===== src/hw/slpc_defs.svh =====
`ifndef SLPC_DEFS_SVH
`define SLPC_DEFS_SVH

// system clock and pwm timing
`define SLPC_CLK_PERIOD_NS  100
`define SLPC_PWM_BASE_NS    500000
`define SLPC_PWM_BASE_CYC   (`SLPC_PWM_BASE_NS / `SLPC_CLK_PERIOD_NS)
`define SLPC_PWM_CODE_MAX   3'h4
`define SLPC_PWM_STEPS_LOG2 8
`define SLPC_PWM_SPAN_MULT  16

// two-wire and three-wire framing
`define SLPC_START_ONES     4'h9
`define SLPC_LAST_BIT       4'h7
`define SLPC_SEP_BIT        4'h8

// register map
`define SLPC_NUM_REGS       7
`define SLPC_OFS_PERIOD     8'h00
`define SLPC_OFS_RED_LVL    8'h01
`define SLPC_OFS_GREEN_LVL  8'h02
`define SLPC_OFS_BLUE_LVL   8'h03
`define SLPC_OFS_RED1_DUTY  8'h04
`define SLPC_OFS_GREEN1_DUTY 8'h05
`define SLPC_OFS_BLUE1_DUTY 8'h06
`define SLPC_ADDR_WRAP      8'h0f
`define SLPC_RESET_VAL      8'h00
`define SLPC_PERIOD_MASK    8'h07

// field positions
`define SLPC_LEVEL_MSB      4
`define SLPC_FULL1_BIT      5
`define SLPC_FULL2_BIT      6
`define SLPC_FULL3_BIT      7

// input synchroniser
`define SLPC_NUM_PINS       7

`endif


===== src/hw/slpc_pkg.sv =====
package slpc_pkg;

	// receiver phase within a frame
	typedef enum logic [1:0] {
		SLPC_ST_IDLE,
		SLPC_ST_SEL,
		SLPC_ST_ADDR,
		SLPC_ST_DATA
	} slpc_state_t;

	typedef logic [7:0] slpc_byte_t;

endpackage


===== src/hw/slpc_regfile.sv =====
`timescale 1ns/1ps
`default_nettype none
`include "slpc_defs.svh"

module slpc_regfile #(
	parameter int NUM_REGS        = `SLPC_NUM_REGS,
	parameter int BASE_PERIOD_CYC = `SLPC_PWM_BASE_CYC
) (
	input  wire logic                  clk_sys,
	input  wire logic                  rst_sync_n,
	input  wire logic                  wr_en,
	input  wire logic [7:0]            wr_addr,
	input  wire logic [7:0]            wr_data,
	output var  logic [NUM_REGS*8-1:0] regs_q,
	output var  logic [2:0]            drive_q
);

	localparam int CW = $clog2(BASE_PERIOD_CYC * `SLPC_PWM_SPAN_MULT + 1);
	localparam int PW = CW + `SLPC_PWM_STEPS_LOG2;

	logic [NUM_REGS*8-1:0] regs_d;

	////////////////////////////////////////////////////////////////////////////////
	// elaboration guard: the pwm reads every mapped register
	if (NUM_REGS != `SLPC_NUM_REGS || BASE_PERIOD_CYC < 1) begin : g_bad_size
		$error("slpc_regfile: unsupported parameter values");
	end

	////////////////////////////////////////////////////////////////////////////////
	// next value per register; offsets above the map are dropped silently
	for (genvar i = 0; i < NUM_REGS; i++) begin : g_reg
		always_comb begin
			regs_d[i*8 +: 8] = regs_q[i*8 +: 8];
			if (wr_en && wr_addr == 8'(i)) begin
				if (i == 0) begin
					regs_d[i*8 +: 8] = wr_data & `SLPC_PERIOD_MASK;
				end else begin
					regs_d[i*8 +: 8] = wr_data;
				end
			end
		end
	end

	// all registers clear at reset
	always_ff @(posedge clk_sys or negedge rst_sync_n) begin
		if (!rst_sync_n) begin
			regs_q <= '0;
		end else begin
			regs_q <= regs_d;
		end
	end

	////////////////////////////////////////////////////////////////////////////////
	// pwm period counter; undefined codes saturate at the longest period
	logic [2:0]    code_eff;
	logic [CW-1:0] period_cyc;
	logic [CW-1:0] cnt_q;
	logic [CW-1:0] cnt_d;
	logic [PW-1:0] phase;
	logic [2:0]    drive_d;

	always_comb begin
		code_eff   = (regs_q[2:0] > `SLPC_PWM_CODE_MAX) ? `SLPC_PWM_CODE_MAX : regs_q[2:0];
		period_cyc = CW'(BASE_PERIOD_CYC) << code_eff;
		// a shortened period mid-count wraps at once instead of running on
		cnt_d      = (cnt_q >= CW'(period_cyc - 1'b1)) ? '0 : CW'(cnt_q + 1'b1);
		phase      = {cnt_q, 8'h00};
	end

	always_ff @(posedge clk_sys or negedge rst_sync_n) begin
		if (!rst_sync_n) begin
			cnt_q <= '0;
		end else begin
			cnt_q <= cnt_d;
		end
	end

	// exact compare cnt*256 < duty*period avoids a fractional prescaler
	for (genvar c = 0; c < 3; c++) begin : g_chan
		logic [PW-1:0] thresh;
		always_comb begin
			thresh     = PW'(regs_q[(4 + c)*8 +: 8]) * PW'(period_cyc);
			drive_d[c] = regs_q[(1 + c)*8 + `SLPC_FULL1_BIT] || (phase < thresh);
		end
	end

	// drives are registered so the top outputs come from flops
	always_ff @(posedge clk_sys or negedge rst_sync_n) begin
		if (!rst_sync_n) begin
			drive_q <= 3'h0;
		end else begin
			drive_q <= drive_d;
		end
	end
endmodule
`default_nettype wire


===== src/hw/slpc_top.sv =====
`timescale 1ns/1ps
`default_nettype none
`include "slpc_defs.svh"

module slpc_top #(
	parameter int BASE_PERIOD_CYC = `SLPC_PWM_BASE_CYC,
	parameter int NUM_REGS        = `SLPC_NUM_REGS
) (
	input  wire logic       clk_sys,
	input  wire logic       rst_n,
	input  wire logic       serial_clk,
	input  wire logic       serial_line,
	input  wire logic       frame_select,
	input  wire logic       wire_count_select,
	input  wire logic       addr_strap_2,
	input  wire logic       addr_strap_1,
	input  wire logic       addr_strap_0,
	output var  logic       red1_drive,
	output var  logic       green1_drive,
	output var  logic       blue1_drive,
	output var  logic       red2_full_on,
	output var  logic       red3_full_on,
	output var  logic       green2_full_on,
	output var  logic       green3_full_on,
	output var  logic       blue2_full_on,
	output var  logic       blue3_full_on,
	output var  logic [4:0] red_level_code,
	output var  logic [4:0] green_level_code,
	output var  logic [4:0] blue_level_code,
	output var  logic [2:0] period_code
);

	localparam int NP = `SLPC_NUM_PINS;

	////////////////////////////////////////////////////////////////////////////////
	// elaboration guard
	if (BASE_PERIOD_CYC < 1 || NUM_REGS != `SLPC_NUM_REGS) begin : g_bad_cfg
		$error("slpc_top: unsupported parameter values");
	end

	////////////////////////////////////////////////////////////////////////////////
	// reset release through two flops
	logic rst_meta_q;
	logic rst_sync_n;

	always_ff @(posedge clk_sys or negedge rst_n) begin
		if (!rst_n) begin
			rst_meta_q <= 1'b0;
			rst_sync_n <= 1'b0;
		end else begin
			rst_meta_q <= 1'b1;
			rst_sync_n <= rst_meta_q;
		end
	end

	////////////////////////////////////////////////////////////////////////////////
	// pin synchronisers: three flops, value moves once stages two and three agree
	logic [NP-1:0] pin_raw;
	logic [NP-1:0] s1_q;
	logic [NP-1:0] s2_q;
	logic [NP-1:0] s3_q;
	logic [NP-1:0] filt_q;
	logic [NP-1:0] filt_d;

	assign pin_raw = {serial_clk, serial_line, frame_select, wire_count_select,
		addr_strap_2, addr_strap_1, addr_strap_0};

	for (genvar i = 0; i < NP; i++) begin : g_pin
		always_comb begin
			filt_d[i] = (s2_q[i] == s3_q[i]) ? s2_q[i] : filt_q[i];
		end
	end

	always_ff @(posedge clk_sys or negedge rst_sync_n) begin
		if (!rst_sync_n) begin
			s1_q   <= '0;
			s2_q   <= '0;
			s3_q   <= '0;
			filt_q <= '0;
		end else begin
			s1_q   <= pin_raw;
			s2_q   <= s1_q;
			s3_q   <= s2_q;
			filt_q <= filt_d;
		end
	end

	logic       sck_rise;
	logic       data_f;
	logic       frame_f;
	logic       two_wire;
	logic [3:0] straps;

	// in two-wire mode the frame select pin doubles as strap 3
	assign sck_rise = filt_d[6] && !filt_q[6];
	assign data_f   = filt_q[5];
	assign frame_f  = filt_q[4];
	assign two_wire = filt_q[3];
	assign straps   = filt_q[4:0] == '0 ? 4'h0 : {filt_q[4], filt_q[2:0]};

	////////////////////////////////////////////////////////////////////////////////
	// decode helpers
	function automatic logic sel_match(input slpc_pkg::slpc_byte_t b, input logic full, input logic [3:0] st);
		if (full) begin
			sel_match = (b[7:5] == 3'h0) && (b[4:1] == st);
		end else begin
			sel_match = (b[7:4] == 4'h0) && (b[3:1] == st[2:0]);
		end
	endfunction

	function automatic slpc_pkg::slpc_byte_t addr_next(input slpc_pkg::slpc_byte_t a);
		addr_next = (a == `SLPC_ADDR_WRAP) ? 8'h00 : 8'(a + 8'h01);
	endfunction

	////////////////////////////////////////////////////////////////////////////////
	// frame receiver
	slpc_pkg::slpc_state_t st_q;
	slpc_pkg::slpc_state_t st_d;
	logic [3:0]            bit_q;
	logic [3:0]            bit_d;
	logic [3:0]            ones_q;
	logic [3:0]            ones_d;
	logic [7:0]            shift_q;
	logic [7:0]            shift_d;
	logic [7:0]            addr_q;
	logic [7:0]            addr_d;
	logic                  wr_en_q;
	logic                  wr_en_d;
	logic [7:0]            wr_addr_q;
	logic [7:0]            wr_addr_d;
	logic [7:0]            wr_data_q;
	logic [7:0]            wr_data_d;
	logic                  byte_done;
	logic [7:0]            byte_v;
	logic                  start_hit;

	// a genuine frame never holds nine ones in a row, so a start cannot be faked
	assign start_hit = two_wire && sck_rise && !data_f && ones_q >= `SLPC_START_ONES;

	always_comb begin
		st_d      = st_q;
		bit_d     = bit_q;
		ones_d    = ones_q;
		shift_d   = shift_q;
		addr_d    = addr_q;
		wr_en_d   = 1'b0;
		wr_addr_d = wr_addr_q;
		wr_data_d = wr_data_q;
		byte_done = 1'b0;
		byte_v    = shift_q;
		if (!two_wire) begin
			ones_d = 4'h0;
			if (!frame_f) begin
				st_d  = slpc_pkg::SLPC_ST_SEL;
				bit_d = 4'h0;
			end else if (sck_rise && st_q != slpc_pkg::SLPC_ST_IDLE) begin
				shift_d = {shift_q[6:0], data_f};
				if (bit_q == `SLPC_LAST_BIT) begin
					byte_done = 1'b1;
					byte_v    = shift_d;
					bit_d     = 4'h0;
				end else begin
					bit_d = 4'(bit_q + 4'h1);
				end
			end
		end else if (sck_rise) begin
			if (data_f) begin
				ones_d = (ones_q >= `SLPC_START_ONES) ? ones_q : 4'(ones_q + 4'h1);
			end else begin
				ones_d = 4'h0;
			end
			if (start_hit) begin
				st_d  = slpc_pkg::SLPC_ST_SEL;
				bit_d = 4'h0;
			end else if (st_q != slpc_pkg::SLPC_ST_IDLE) begin
				if (bit_q < `SLPC_SEP_BIT) begin
					shift_d = {shift_q[6:0], data_f};
					bit_d   = 4'(bit_q + 4'h1);
				end else if (data_f) begin
					st_d = slpc_pkg::SLPC_ST_IDLE;
				end else begin
					byte_done = 1'b1;
					bit_d     = 4'h0;
				end
			end
		end
		if (byte_done) begin
			case (st_q)
				slpc_pkg::SLPC_ST_SEL: begin
					// mismatch parks the receiver until the next start
					st_d = sel_match(byte_v, two_wire, straps) ? slpc_pkg::SLPC_ST_ADDR
						: slpc_pkg::SLPC_ST_IDLE;
				end
				slpc_pkg::SLPC_ST_ADDR: begin
					addr_d = byte_v;
					st_d   = slpc_pkg::SLPC_ST_DATA;
				end
				slpc_pkg::SLPC_ST_DATA: begin
					wr_en_d   = 1'b1;
					wr_addr_d = addr_q;
					wr_data_d = byte_v;
					addr_d    = addr_next(addr_q);
				end
				default: begin
					st_d = slpc_pkg::SLPC_ST_IDLE;
				end
			endcase
		end
	end

	always_ff @(posedge clk_sys or negedge rst_sync_n) begin
		if (!rst_sync_n) begin
			st_q      <= slpc_pkg::SLPC_ST_IDLE;
			bit_q     <= 4'h0;
			ones_q    <= 4'h0;
			shift_q   <= 8'h00;
			addr_q    <= 8'h00;
			wr_en_q   <= 1'b0;
			wr_addr_q <= 8'h00;
			wr_data_q <= 8'h00;
		end else begin
			st_q      <= st_d;
			bit_q     <= bit_d;
			ones_q    <= ones_d;
			shift_q   <= shift_d;
			addr_q    <= addr_d;
			wr_en_q   <= wr_en_d;
			wr_addr_q <= wr_addr_d;
			wr_data_q <= wr_data_d;
		end
	end

	////////////////////////////////////////////////////////////////////////////////
	// configuration registers; the pwm counter lives beside them
	logic [NUM_REGS*8-1:0] regs;
	logic [2:0]            chan_drive;

	slpc_regfile #(
		.NUM_REGS        (NUM_REGS),
		.BASE_PERIOD_CYC (BASE_PERIOD_CYC)
	) u_regs (
		.clk_sys    (clk_sys),
		.rst_sync_n (rst_sync_n),
		.wr_en      (wr_en_q),
		.wr_addr    (wr_addr_q),
		.wr_data    (wr_data_q),
		.regs_q     (regs),
		.drive_q    (chan_drive)
	);

	// level fields and force bits come straight from register flops
	assign period_code      = regs[2:0];
	assign red_level_code   = regs[8 +: 5];
	assign green_level_code = regs[16 +: 5];
	assign blue_level_code  = regs[24 +: 5];
	assign red2_full_on     = regs[8 + `SLPC_FULL2_BIT];
	assign red3_full_on     = regs[8 + `SLPC_FULL3_BIT];
	assign green2_full_on   = regs[16 + `SLPC_FULL2_BIT];
	assign green3_full_on   = regs[16 + `SLPC_FULL3_BIT];
	assign blue2_full_on    = regs[24 + `SLPC_FULL2_BIT];
	assign blue3_full_on    = regs[24 + `SLPC_FULL3_BIT];

	////////////////////////////////////////////////////////////////////////////////
	// group one drives leave the register block from its flops
	assign red1_drive   = chan_drive[0];
	assign green1_drive = chan_drive[1];
	assign blue1_drive  = chan_drive[2];
endmodule
`default_nettype wire


===== config.mk =====
export PLATFORM = sky130hd
export DESIGN_NAME = slpc_top
export DESIGN_NICKNAME = d
export VERILOG_FILES = /design/src/hw/slpc_pkg.sv /design/src/hw/slpc_regfile.sv /design/src/hw/slpc_top.sv
export VERILOG_INCLUDE_DIRS = /design/src /design/src/hw
export SDC_FILE = /design/constraint.sdc
export NUM_CORES = 1
export LEC_CHECK = 0
export BUFFER_PORTS_ARGS = -buffer_cell sky130_fd_sc_hd__buf_4
export CAP_MARGIN = 30
export CORE_ASPECT_RATIO = 0.7
export CORE_MARGIN = 4
export CORE_UTILIZATION = 64
export CTS_BUF_LIST = sky130_fd_sc_hd__clkbuf_8
export CTS_CLUSTER_DIAMETER = 150
export DETAILED_ROUTE_END_ITERATION = 6
export PLACE_DENSITY = 0.84
export SYNTH_ARGS = -nofsm -noshare
export SYNTH_HDL_FRONTEND = slang
export SYNTH_SLANG_ARGS = --single-unit

===== constraint.sdc =====
create_clock -name clk_sys -period 6.06 [get_ports clk_sys]
set_input_delay 0.303 -clock clk_sys [delete_from_list [all_inputs] [get_ports clk_sys]]
set_output_delay 0.303 -clock clk_sys [all_outputs]
set_load 0.03 [all_outputs]

Word level (Yosys, flattened, before mapping)
Cells that the tools add are included.
{"block": "totals", "inputBits": 9, "wordCells": 159, "reg_bits": 144, "output_inout_bits": 27}
{"block": "op_classes", "shift": 1, "n_addsub": 5, "reduce_logical": 32, "eq_ne": 28, "mul": 3, "mux": 54, "n_lt_le_gt_ge": 7}
{"operator": "$mux W8", "n": 12}
{"operator": "$lt A25 B25 Y1", "n": 3}
{"operator": "$mul A8 B17 Y25", "n": 3}
{"operator": "$mux W4", "n": 14}
{"operator": "$eq A8 B3 Y1 const B", "n": 3}
{"operator": "$mux W2", "n": 9}
{"operator": "$add A17 B1 Y17 const B", "n": 1}
{"operator": "$ge A17 B17 Y1", "n": 1}
{"operator": "$mux W17", "n": 1}
{"operator": "$shl A13 B3 Y17 const A", "n": 1}
{"operator": "$sub A17 B1 Y17 const B", "n": 1}
{"operator": "$eq A8 B2 Y1 const B", "n": 2}
{"operator": "$pmux W8 S2", "n": 1}
{"operator": "$mux W1", "n": 15}
{"operator": "$logic_and A1 B1 Y1", "n": 14}
{"operator": "$add A4 B1 Y4 const B", "n": 2}
{"operator": "$add A8 B1 Y8 const B", "n": 1}
{"operator": "$eq A8 B1 Y1 const B", "n": 1}
{"operator": "$eq A8 B4 Y1 const B", "n": 1}
{"operator": "$logic_not A8 Y1", "n": 1}
{"operator": "$reduce_bool A2 Y1", "n": 4}
{"operator": "$eq A1 B1 Y1", "n": 7}
{"operator": "$ne A2 B1 Y1 const B", "n": 3}
{"operator": "$pmux W2 S3", "n": 1}
{"operator": "22 further kinds", "n": 28}

Logic depth before layout (Yosys ltp)
Gate-level depths: netlist of the first run.
{"block": "logic_depth", "word_depth": 15, "depth_mapped": 31, "mapped_depth_nobuf": 28}

Cells and area by module
A second synthesis of the first run with hierarchy kept.
{"block": "unflattened", "hier_cells": 1971, "hier_area_um2": 18584.1}
{"mod": "slpc_regfile", "seq_area_each_um2": 1776.7, "area_each_um2": 15374.7, "n_inst": 1, "cells_each": 1704}
{"mod": "slpc_top", "seq_area_each_um2": 1826.8, "area_each_um2": 3209.3, "n_inst": 1, "cells_each": 267}

Least setup slack after synthesis of the first run
No wires, ideal clock.
{"block": "synth_path", "kind": "flip-flop to flip-flop", "from": "register u_regs.regs_q[0]", "to": "register u_regs.drive_q[1]", "synth_period_minus_slack_ns": 6.602, "required_ns": 5.950, "arrival_time_ns": 6.492, "slack_ns": -0.542, "path_stages_with_launch": 29, "path_buffers": 3, "cell_sequence": "dfrtp_1 -> clkbuf_1 -> clkbuf_1 -> nand2_1 -> ha_1 -> ha_1 -> buf_1 -> nand2_1 -> fa_1 -> fa_1 -> inv_1 -> fa_1 -> inv_1 -> fa_1 -> inv_1 -> ha_1 -> o21a_1 -> o31a_1 -> o41ai_1 -> a211o_1 -> nor4b_1 -> nor4_1 -> ha_1 -> a21o_1 -> a21o_1 -> a21oi_1 -> a21o_1 -> a31oi_1 -> o41ai_1"}
{"block": "synth_via", "elab_chain_cells": 6}
{"element": "start, declared", "line": "slpc_regfile.sv:14", "text": "output var logic [NUM_REGS*8-1:0] regs_q,"}
{"element": "start signal, assigned", "line": "slpc_regfile.sv:49", "text": "regs_q <= regs_d;"}
{"element": "$gt A3 B3 Y1 (no source line)"}
{"element": "$mux W3 (*)", "line": "slpc_regfile.sv:63", "text": "code_eff = (regs_q[2:0] > `SLPC_PWM_CODE_MAX) ? `SLPC_PWM_CODE_MAX : regs_q[2:0];"}
{"element": "$shl A13 B3 Y17 (*)", "line": "slpc_regfile.sv:64", "text": "period_cyc = CW'(BASE_PERIOD_CYC) << code_eff;"}
{"element": "$mul A8 B17 Y25 (*)", "line": "slpc_regfile.sv:82", "text": "thresh = PW'(regs_q[(4 + c)*8 +: 8]) * PW'(period_cyc);"}
{"element": "$lt A25 B25 Y1 (*)", "line": "slpc_regfile.sv:83", "text": "drive_d[c] = regs_q[(1 + c)*8 + `SLPC_FULL1_BIT] || (phase < thresh);"}
{"element": "$logic_or A1 B1 Y1 (*)", "line": "slpc_regfile.sv:83"}
{"element": "net u_regs.drive_d[1]", "line": "slpc_regfile.sv:60", "text": "logic [2:0] drive_d;"}
{"element": "end signal, assigned", "line": "slpc_regfile.sv:92", "text": "drive_q <= drive_d;"}
{"element": "end, declared", "line": "slpc_regfile.sv:15", "text": "output var logic [2:0] drive_q"}
Mark *: on every way through the listed nets, which the timed path passes. The rest lies on a longest branch.
A chain may end at the register's enable or synchronous reset.

Worst setup path after layout of the first run
{"block": "layout_path", "from": "register u_regs.regs_q[1]", "to": "register u_regs.drive_q[0]"}
Same word-level chain as after synthesis.

==> results of run 1 <==
cell usage in the layout, fill, tap and decap left out, drive strengths merged, types with 8 or more instances in the layout:
cell type    netlist  final
a21o              28     28
dfrtp            144    144
buf               30    193
nand2b            14     14
clkbuf            58     18
and2             196    196
a21oi             47     47
nand4             15     15
dlygate4sd3        0      8
inv              361    368
nor2              65     65
fa               216    216
a211oi            10     10
nor4              10     10
nand3             33     33
and3              33     33
nor3              24     24
mux2              67     67
o21ai             59     59
mux2i             11     11
xnor2             26     26
nor2b             56     56
ha               201    201
nand2            100    100
o21a              13     13
xor2              38     38
power by group:
group	switching [W]	total, W	internal [W]
Combinational	0.0000997	0.000182	0.0000823
Sequential	0.0000710	0.00107	0.00100
Clock	0.000504	0.000820	0.000316
worst paths after layout:
path	start	to	slack, ns	cells after the start
max reg2reg	u_regs.regs_q[1]	u_regs.drive_q[0]	-0.27	33
min reg2reg	rst_sync_n	u_regs.regs_q[11]	0.28	0
min	rst_n	rst_sync_n	0.11	2
min in group clk_sys	s1_q[0]	s2_q[0]	0.37	0
max in group asynchronous	rst_sync_n	u_regs.regs_q[50]	4.35	2
max	u_regs.regs_q[1]	u_regs.drive_q[0]	-0.27	33
metal layers:
layer	share of wire, %	wire length, µm
met4	4.3	2290
met5	0.029	15
met3	11	5580
met1	39	20800
met2	46	23900
state kept, by name, indices dropped and copies added (netlist names):
| register | flops |
|---|---|
| ones_q | 4 |
| s1_q | 7 |
| u_regs.regs_q | 51 |
| u_regs.drive_q | 3 |
| addr_q | 8 |
| u_regs.cnt_q | 17 |
| s2_q | 7 |
| bit_q | 4 |
| shift_q | 8 |
| st_q | 2 |
| filt_q | 7 |
| wr_addr_q | 8 |
| wr_en_q | 1 |
| s3_q | 7 |
| rst_sync_n | 1 |
| wr_data_q | 8 |
| rst_meta_q | 1 |
worst max-delay path: cells and delay by family (launching register included):
kind | cells | cell delay [ns]
AO/OA/AOI/OAI | 4 | 0.48
AND/OR/NAND/NOR | 6 | 1.01
buffers and inverters | 16 | 1.74
adder cells (fa/ha/maj) | 7 | 2.56
flip-flops | 1 | 0.46
area by class of cell:
| cell class | instances | area, µm² | area share [%] |
|---|---|---|---|
| Clock inverter | 15 | 180 | 0.845 |
| Tap cell | 371 | 464 | 2.18 |
| Multi-Input combinational cell | 1379 | 13700 | 64.4 |
| Sequential cell | 144 | 3610 | 16.9 |
| Timing Repair Buffer | 202 | 1760 | 8.24 |
| Clock buffer | 17 | 234 | 1.10 |
| Inverter | 361 | 1360 | 6.37 |
kinds of logic after synthesis:
family,after synthesis,share of synthesized area (%)
multiplexers,78,4.71
buffers and inverters,449,9.53
adder cells (fa/ha/maj),423,37.1
flip-flops,144,19.4
AND/OR/NAND/NOR,574,17.2
XOR/XNOR,64,3.01
AO/OA/AOI/OAI,239,9.07
other,1,0.0202
stage by stage:
| stage | worst slack [ns] | total power, W | area, µm² | hold slack, ns | utilization [%] |
|---|---|---|---|---|---|
| after floorplan | -0.0694 | 0.00119 | 18800 | 0.00741 | - |
| after global placement | -0.198 | 0.00123 | 20100 | 0.0857 | 71.2 |
| after detailed placement | -0.252 | 0.00125 | 20100 | 0.0877 | 71.3 |
| after CTS | -0.157 | 0.00206 | 20800 | 0.106 | 73.6 |
| after global routing | -0.486 | 0.00214 | 21300 | 0.100 | 75.6 |
| final | -0.272 | 0.00207 | 21300 | 0.109 | 75.6 |
timing repair:
item | 4_1_cts | 5_1_grt
gates cloned | 0 | 2
gates resized for setup | 25 | 86
hold buffers | 8 | 0
buffers inserted | 13 | 20
setup endpoints to repair | 3 | 3
endpoints found under the hold margin | 9 | 0
pin swaps | 16 | 71
==> run metrics, run 1 <==
run status=complete, but fails checks; violations in the final reports=setup timing; relative max-transition margin=50.0%; layout net count=2531; Setup Total Neg Slack=-0.693 ns; die outline area=31900 µm²; gr ovfl total=0; share of synthesized area occupied by flip-flops and latches=19.4%; fraction of synthesis flops using an asynchronous set or reset pin=100%; number of buffers created by CTS=17; clock transition time at the flip-flop clock pins of the worst setup and hold paths=0.11 ns; total routing resource utilization after global routing=32.5%; final non-filler cell total=2489; dpl cells=2414; shortest clock period the worst path allows after layout=6.33 ns; clock tree skew after final layout=0.0201 ns; first-iteration detailed-routing DRC count=1544; share of cells above drive strength 1=19.1%; num ports=36; via total after detailed routing=15200; number of levels in the clock H-tree=4; gp weighted congestion=0.994; met1 Resource Use GR=44.5%; later-pin clock latency in the skew report=0.51 ns; post-detailed-route wirelength per cell=21.1 µm; worst endpoint required time=6.47 ns; Total Routed Length=52600 µm; Area growth syn-to-layout=14.6%; CTS tree=done; final critical-path setup slack=-0.272 ns; first-pass iteration count of the detailed router=5; total number of yosys warnings=0; number of buffers inserted by port buffering=35; Die H=151 µm; max-slew violation total from the final report=0; number of antenna violations at the first check in global routing=1; post-synth net total=2398; Std-Cell Rows=51; reported max-cap violation count=0; global routing usage on met3=8.50%; area of the core region=28200 µm²; routed via count divided by cell count=6.09; worst supply voltage drop on vdd=0.000177 V; Crit Path Category=reg -> reg; total number of clock tree sinks=144; category of the worst setup path launch point=register; fraction of post-synthesis cell area in the top cell type by area=23.2%; number of synthesized flops with an enable pin=0; count of fill cells added during filler insertion=1740; largest stage delay on the critical path=0.56 ns; maximum number of pins on one net before global-route repair=58; Post-DRT Antenna Nets=0; largest driver fanout on the critical path=8; initial core utilization=66.0%; antenna diode count=0; hold crit path type=in -> async; ys flop type=sky130_fd_sc_hd__dfrtp_1; critical path arrival=6.74 ns; most numerous cell types in the synthesized netlist=361 x sky130_fd_sc_hd__inv_1, 216 x sky130_fd_sc_hd__fa_1, 201 x sky130_fd_sc_hd__ha_1; Synth area leaders=sky130_fd_sc_hd__fa_1 23%, sky130_fd_sc_hd__dfrtp_1 19%, sky130_fd_sc_hd__ha_1 14%, sky130_fd_sc_hd__inv_1 7.3%, sky130_fd_sc_hd__and2_1 6.6%; maximum number of buffers from clock root to sink=2; final setup fails=3; most frequent cell on the critical path=sky130_fd_sc_hd__buf_4; Die Width=212 µm; instance count of the mapped netlist=1972; clock root cell=sky130_fd_sc_hd__clkbuf_8; Hold Vio Cnt, Final=0; estimated wirelength of the detail-placed design=38000 µm; cell taking the most area after synthesis=sky130_fd_sc_hd__fa_1; number of global-route vias before repair=15700; number of library cell types mapped by synthesis=80; static leakage=11.2 nW; endpoint class of the critical path=register; ratio of final minimum period to clock period=104%; Max Clock Freq=0.158 GHz; synthesized cell area=18600 µm²; GRT met2 Usage=50.9%; number of design rule violations left after detail routing=0; Power Density=97.3 nW/µm²; most congested layer reported by global routing=met2; average cell area after synthesis=9.43 µm²; worst-path cell with the longest stage delay=sky130_fd_sc_hd__fa_1; first-pass GRT wire length=81300 µm; RSZ-0062 raised after global routing=yes; transition at the pin with the smallest max-transition slack=0.750 ns; register bit count reported by yosys=144; most frequently used cell type in the post-synthesis netlist=sky130_fd_sc_hd__inv_1
Power figures use the tool's default switching activity.
==> inputs of run 2 (changes only) <==
--- a/config.mk
+++ b/config.mk
@@ -15,6 +15,7 @@
 export CTS_CLUSTER_DIAMETER = 150
 export DETAILED_ROUTE_END_ITERATION = 6
 export PLACE_DENSITY = 0.84
+export REMOVE_ABC_BUFFERS = 1
 export SYNTH_ARGS = -nofsm -noshare
 export SYNTH_HDL_FRONTEND = slang
 export SYNTH_SLANG_ARGS = --single-unit
==> run 2 against run 1 <==
  * The flow still finishes with violations (setup timing)
  * Register-to-register slack got worse by 0.04 ns
  * Largest cell class unchanged
  * Clock-buffer cell count increased by 1
  * Clock skew increased by 0.014 ns
  * Non-clock buffer count increased by 56
  * First-iteration DRC count decreased by 9.3%
==> run metrics, run 2 (same netlist as run 1, synthesis figures left out) <==
run status=complete, but fails checks (unchanged); violations in the final reports=setup timing (unchanged); register area=3610 µm² (unchanged); shortest clock period the worst path allows after layout=6.38 ns (was 6.33 ns); total routing resource utilization after global routing=34.0% (was 32.5%); Internal Power=0.00140 W (about the same); most common cell after layout, fill and taps aside=sky130_fd_sc_hd__inv_1 (unchanged); final non-filler cell total=2545 (was 2489); final setup fails=3 (unchanged); hold crit path type=in -> async (unchanged); Total Routed Length=53700 µm (was 52600 µm); number of levels in the clock H-tree=4 (unchanged); most frequent cell on the critical path=sky130_fd_sc_hd__fa_1 (was sky130_fd_sc_hd__buf_4); number of antenna violations at the first check in global routing=0 (was 1); post-detailed-route wirelength per cell=21.1 µm (about the same); clock tree skew after final layout=0.0337 ns (was 0.0201 ns); number of design rule violations left after detail routing=0 (unchanged); Std-Cell Rows=51 (unchanged); num ports=36 (unchanged); clock transition time at the flip-flop clock pins of the worst setup and hold paths=0.11 ns (about the same); worst reg2reg endpoint=u_regs.drive_q[1] (was u_regs.drive_q[0]); endpoint class of the critical path=register (unchanged); final critical-path setup slack=-0.316 ns (was -0.272 ns); first-pass GRT wire length=85600 µm (was 81300 µm); estimated wirelength of the detail-placed design=38100 µm (was 38000 µm); worst supply voltage drop on vdd=0.000212 V (was 0.000177 V); via total after detailed routing=15400 (was 15200); die outline area=31900 µm² (unchanged); Max Clock Freq=0.157 GHz (was 0.158 GHz); maximum number of buffers from clock root to sink=2 (unchanged); share of cells above drive strength 1=21.4% (was 19.1%); depth of the most critical reg-to-reg path=28 (was 33); register bank with the most flops=u_regs.regs_q (unchanged); Setup Total Neg Slack=-0.867 ns (was -0.693 ns); Die Width=212 µm (unchanged); Crit Path Category=reg -> reg (unchanged); transition at the pin with the smallest max-transition slack=0.800 ns (was 0.750 ns); antenna diode count=0 (unchanged); Hold Vio Cnt, Final=0 (unchanged); gr ovfl total=0 (unchanged); total number of clock tree sinks=144 (unchanged); number of buffers created by CTS=17 (unchanged); switching pwr=0.000646 W (was 0.000675 W); Gate power share=9.1% (was 8.8%); Power Density=94.1 nW/µm² (was 97.3 nW/µm²); maximum number of pins on one net before global-route repair=66 (was 58); top flop regs=u_regs.regs_q: 51 flops, u_regs.cnt_q: 17 flops (unchanged); routed via count divided by cell count=6.06 (was 6.09); sum of internal, switching and leakage power=0.00205 W (was 0.00207 W); worst endpoint required time=6.43 ns (was 6.47 ns); sequential power share=52.4% (was 51.7%); largest stage delay on the critical path=0.57 ns (was 0.56 ns); max-slew violation total from the final report=0 (unchanged); clock root cell=sky130_fd_sc_hd__clkbuf_8 (unchanged); dpl cells=2472 (was 2414); number of flip-flops in the largest register=51 (unchanged); area used by multi-input combinational logic=13800 µm² (was 13700 µm²); most frequent cells in the layout=352 x sky130_fd_sc_hd__inv_1, 226 x sky130_fd_sc_hd__buf_4, 211 x sky130_fd_sc_hd__fa_1, 189 x sky130_fd_sc_hd__and2_1, 181 x sky130_fd_sc_hd__ha_1 (was 353 x sky130_fd_sc_hd__inv_1, 213 x sky130_fd_sc_hd__fa_1, 184 x sky130_fd_sc_hd__and2_1, 183 x sky130_fd_sc_hd__ha_1, 170 x sky130_fd_sc_hd__buf_4); ratio of final minimum period to clock period=105% (was 104%); critical path arrival=6.74 ns (about the same); static leakage=11.5 nW (was 11.2 nW); Area growth syn-to-layout=16.9% (was 14.6%); Worst path top cell family by delay=adder cells (unchanged); RSZ-0062 raised after global routing=yes (unchanged); category of the worst setup path launch point=register (unchanged); area of the core region=28200 µm² (unchanged); worst setup slack for register-to-register paths=-0.32 ns (was -0.27 ns); relative max-transition margin=46.7% (was 50.0%); largest driver fanout on the critical path=4 (was 8); layout net count=2587 (was 2531); r2r startpoint=u_regs.regs_q[2] (was u_regs.regs_q[1]); part of the total power dissipated in the clock network=38.6% (was 39.5%); number of buffers and inverters on the critical path=7 (was 16); CTS tree=done (unchanged); worst-path cell with the longest stage delay=sky130_fd_sc_hd__fa_1 (unchanged); number of buffers inserted by port buffering=35 (unchanged); initial core utilization=66.0% (unchanged); first-pass iteration count of the detailed router=6 (was 5); Die H=151 µm (unchanged); gp weighted congestion=0.972 (was 0.994); Post-DRT Antenna Nets=0 (unchanged); later-pin clock latency in the skew report=0.49 ns (was 0.51 ns); count of fill cells added during filler insertion=1756 (was 1740); first-iteration detailed-routing DRC count=1400 (was 1544); Placement Setup Slack=-0.537 ns (was -0.252 ns); number of global-route vias before repair=16400 (was 15700); reported max-cap violation count=0 (unchanged); fraction of power spent switching nets=31.6% (was 32.5%); fin util=77.1% (was 75.6%)
==> run 2: area by class of cell <==
class / instances / area share, %
multi-input cells: 1379 / 63.3
flip-flops and latches: 144 / 16.6
repair buffers: 258 / 9.96
inverters: 361 / 6.23
well taps: 371 / 2.13
clock buffers: 18 / 1.14
clock inverters: 14 / 0.662
==> run 2: power groups by stage <==
stage	clock network, W	logic, W	registers, W
floorplan	0	0.000116	0.00107
global placement	0	0.000144	0.00108
detailed placement	0	0.000169	0.00108
CTS	0.000779	0.000181	0.00107
global route	0.000824	0.000200	0.00107
finish	0.000789	0.000186	0.00107
==> run 2: repair_timing <==
| action | CTS | global route |
|---|---|---|
| resized for setup | 122 | 9 |
| pin swaps | 102 | 6 |
| endpoints found under the setup margin | 3 | 3 |
| hold buffers | 8 | 0 |
| gates cloned | 2 | 0 |
| buffers inserted | 28 | 4 |
| hold endpoints to repair | 9 | 0 |
==> run 2: routing by layer <==
metal / vias up / wire (µm) / GRT usage [%]
li1: 6724 / - / -
met1: 7628 / 20600 / 44.6
met2: 828 / 24900 / 55.1
met3: 245 / 4950 / 6.04
met4: 0 / 3230 / 16.8
met5: - / 0 / 0
==> run 2: how the worst max path moves through the flow <==
stage                     start                end  slack [ns]  cells after the start
3_5_place_dp   u_regs.regs_q[2]  u_regs.drive_q[0]       -0.54                     28
6_report       u_regs.regs_q[2]  u_regs.drive_q[1]       -0.32                     28
2_1_floorplan  u_regs.regs_q[2]  u_regs.drive_q[0]       -1.26                     26
5_1_grt        u_regs.regs_q[2]  u_regs.drive_q[1]       -0.58                     29
3_3_place_gp   u_regs.regs_q[2]  u_regs.drive_q[0]       -0.27                     28
4_1_cts        u_regs.regs_q[2]  u_regs.drive_q[2]       -0.07                     30
==> run 2: worst register-to-register path, delay by kind of cell, from the launching register on <==
kind	cells	cell delay [ns]
buffers and inverters	7	0.66
AO/OA/AOI/OAI	10	1.84
adder cells (fa/ha/maj)	7	2.78
AND/OR/NAND/NOR	4	0.59
flip-flops	1	0.40
==> run 2: through the flow <==
step | hold WS [ns] | area [µm²]
5_1_grt | 0.149 | 21700
6_report | 0.145 | 21700
4_1_cts | 0.120 | 21700
3_3_place_gp | 0.0849 | 20400
3_5_place_dp | 0.0863 | 20400
2_1_floorplan | 0.00741 | 18200
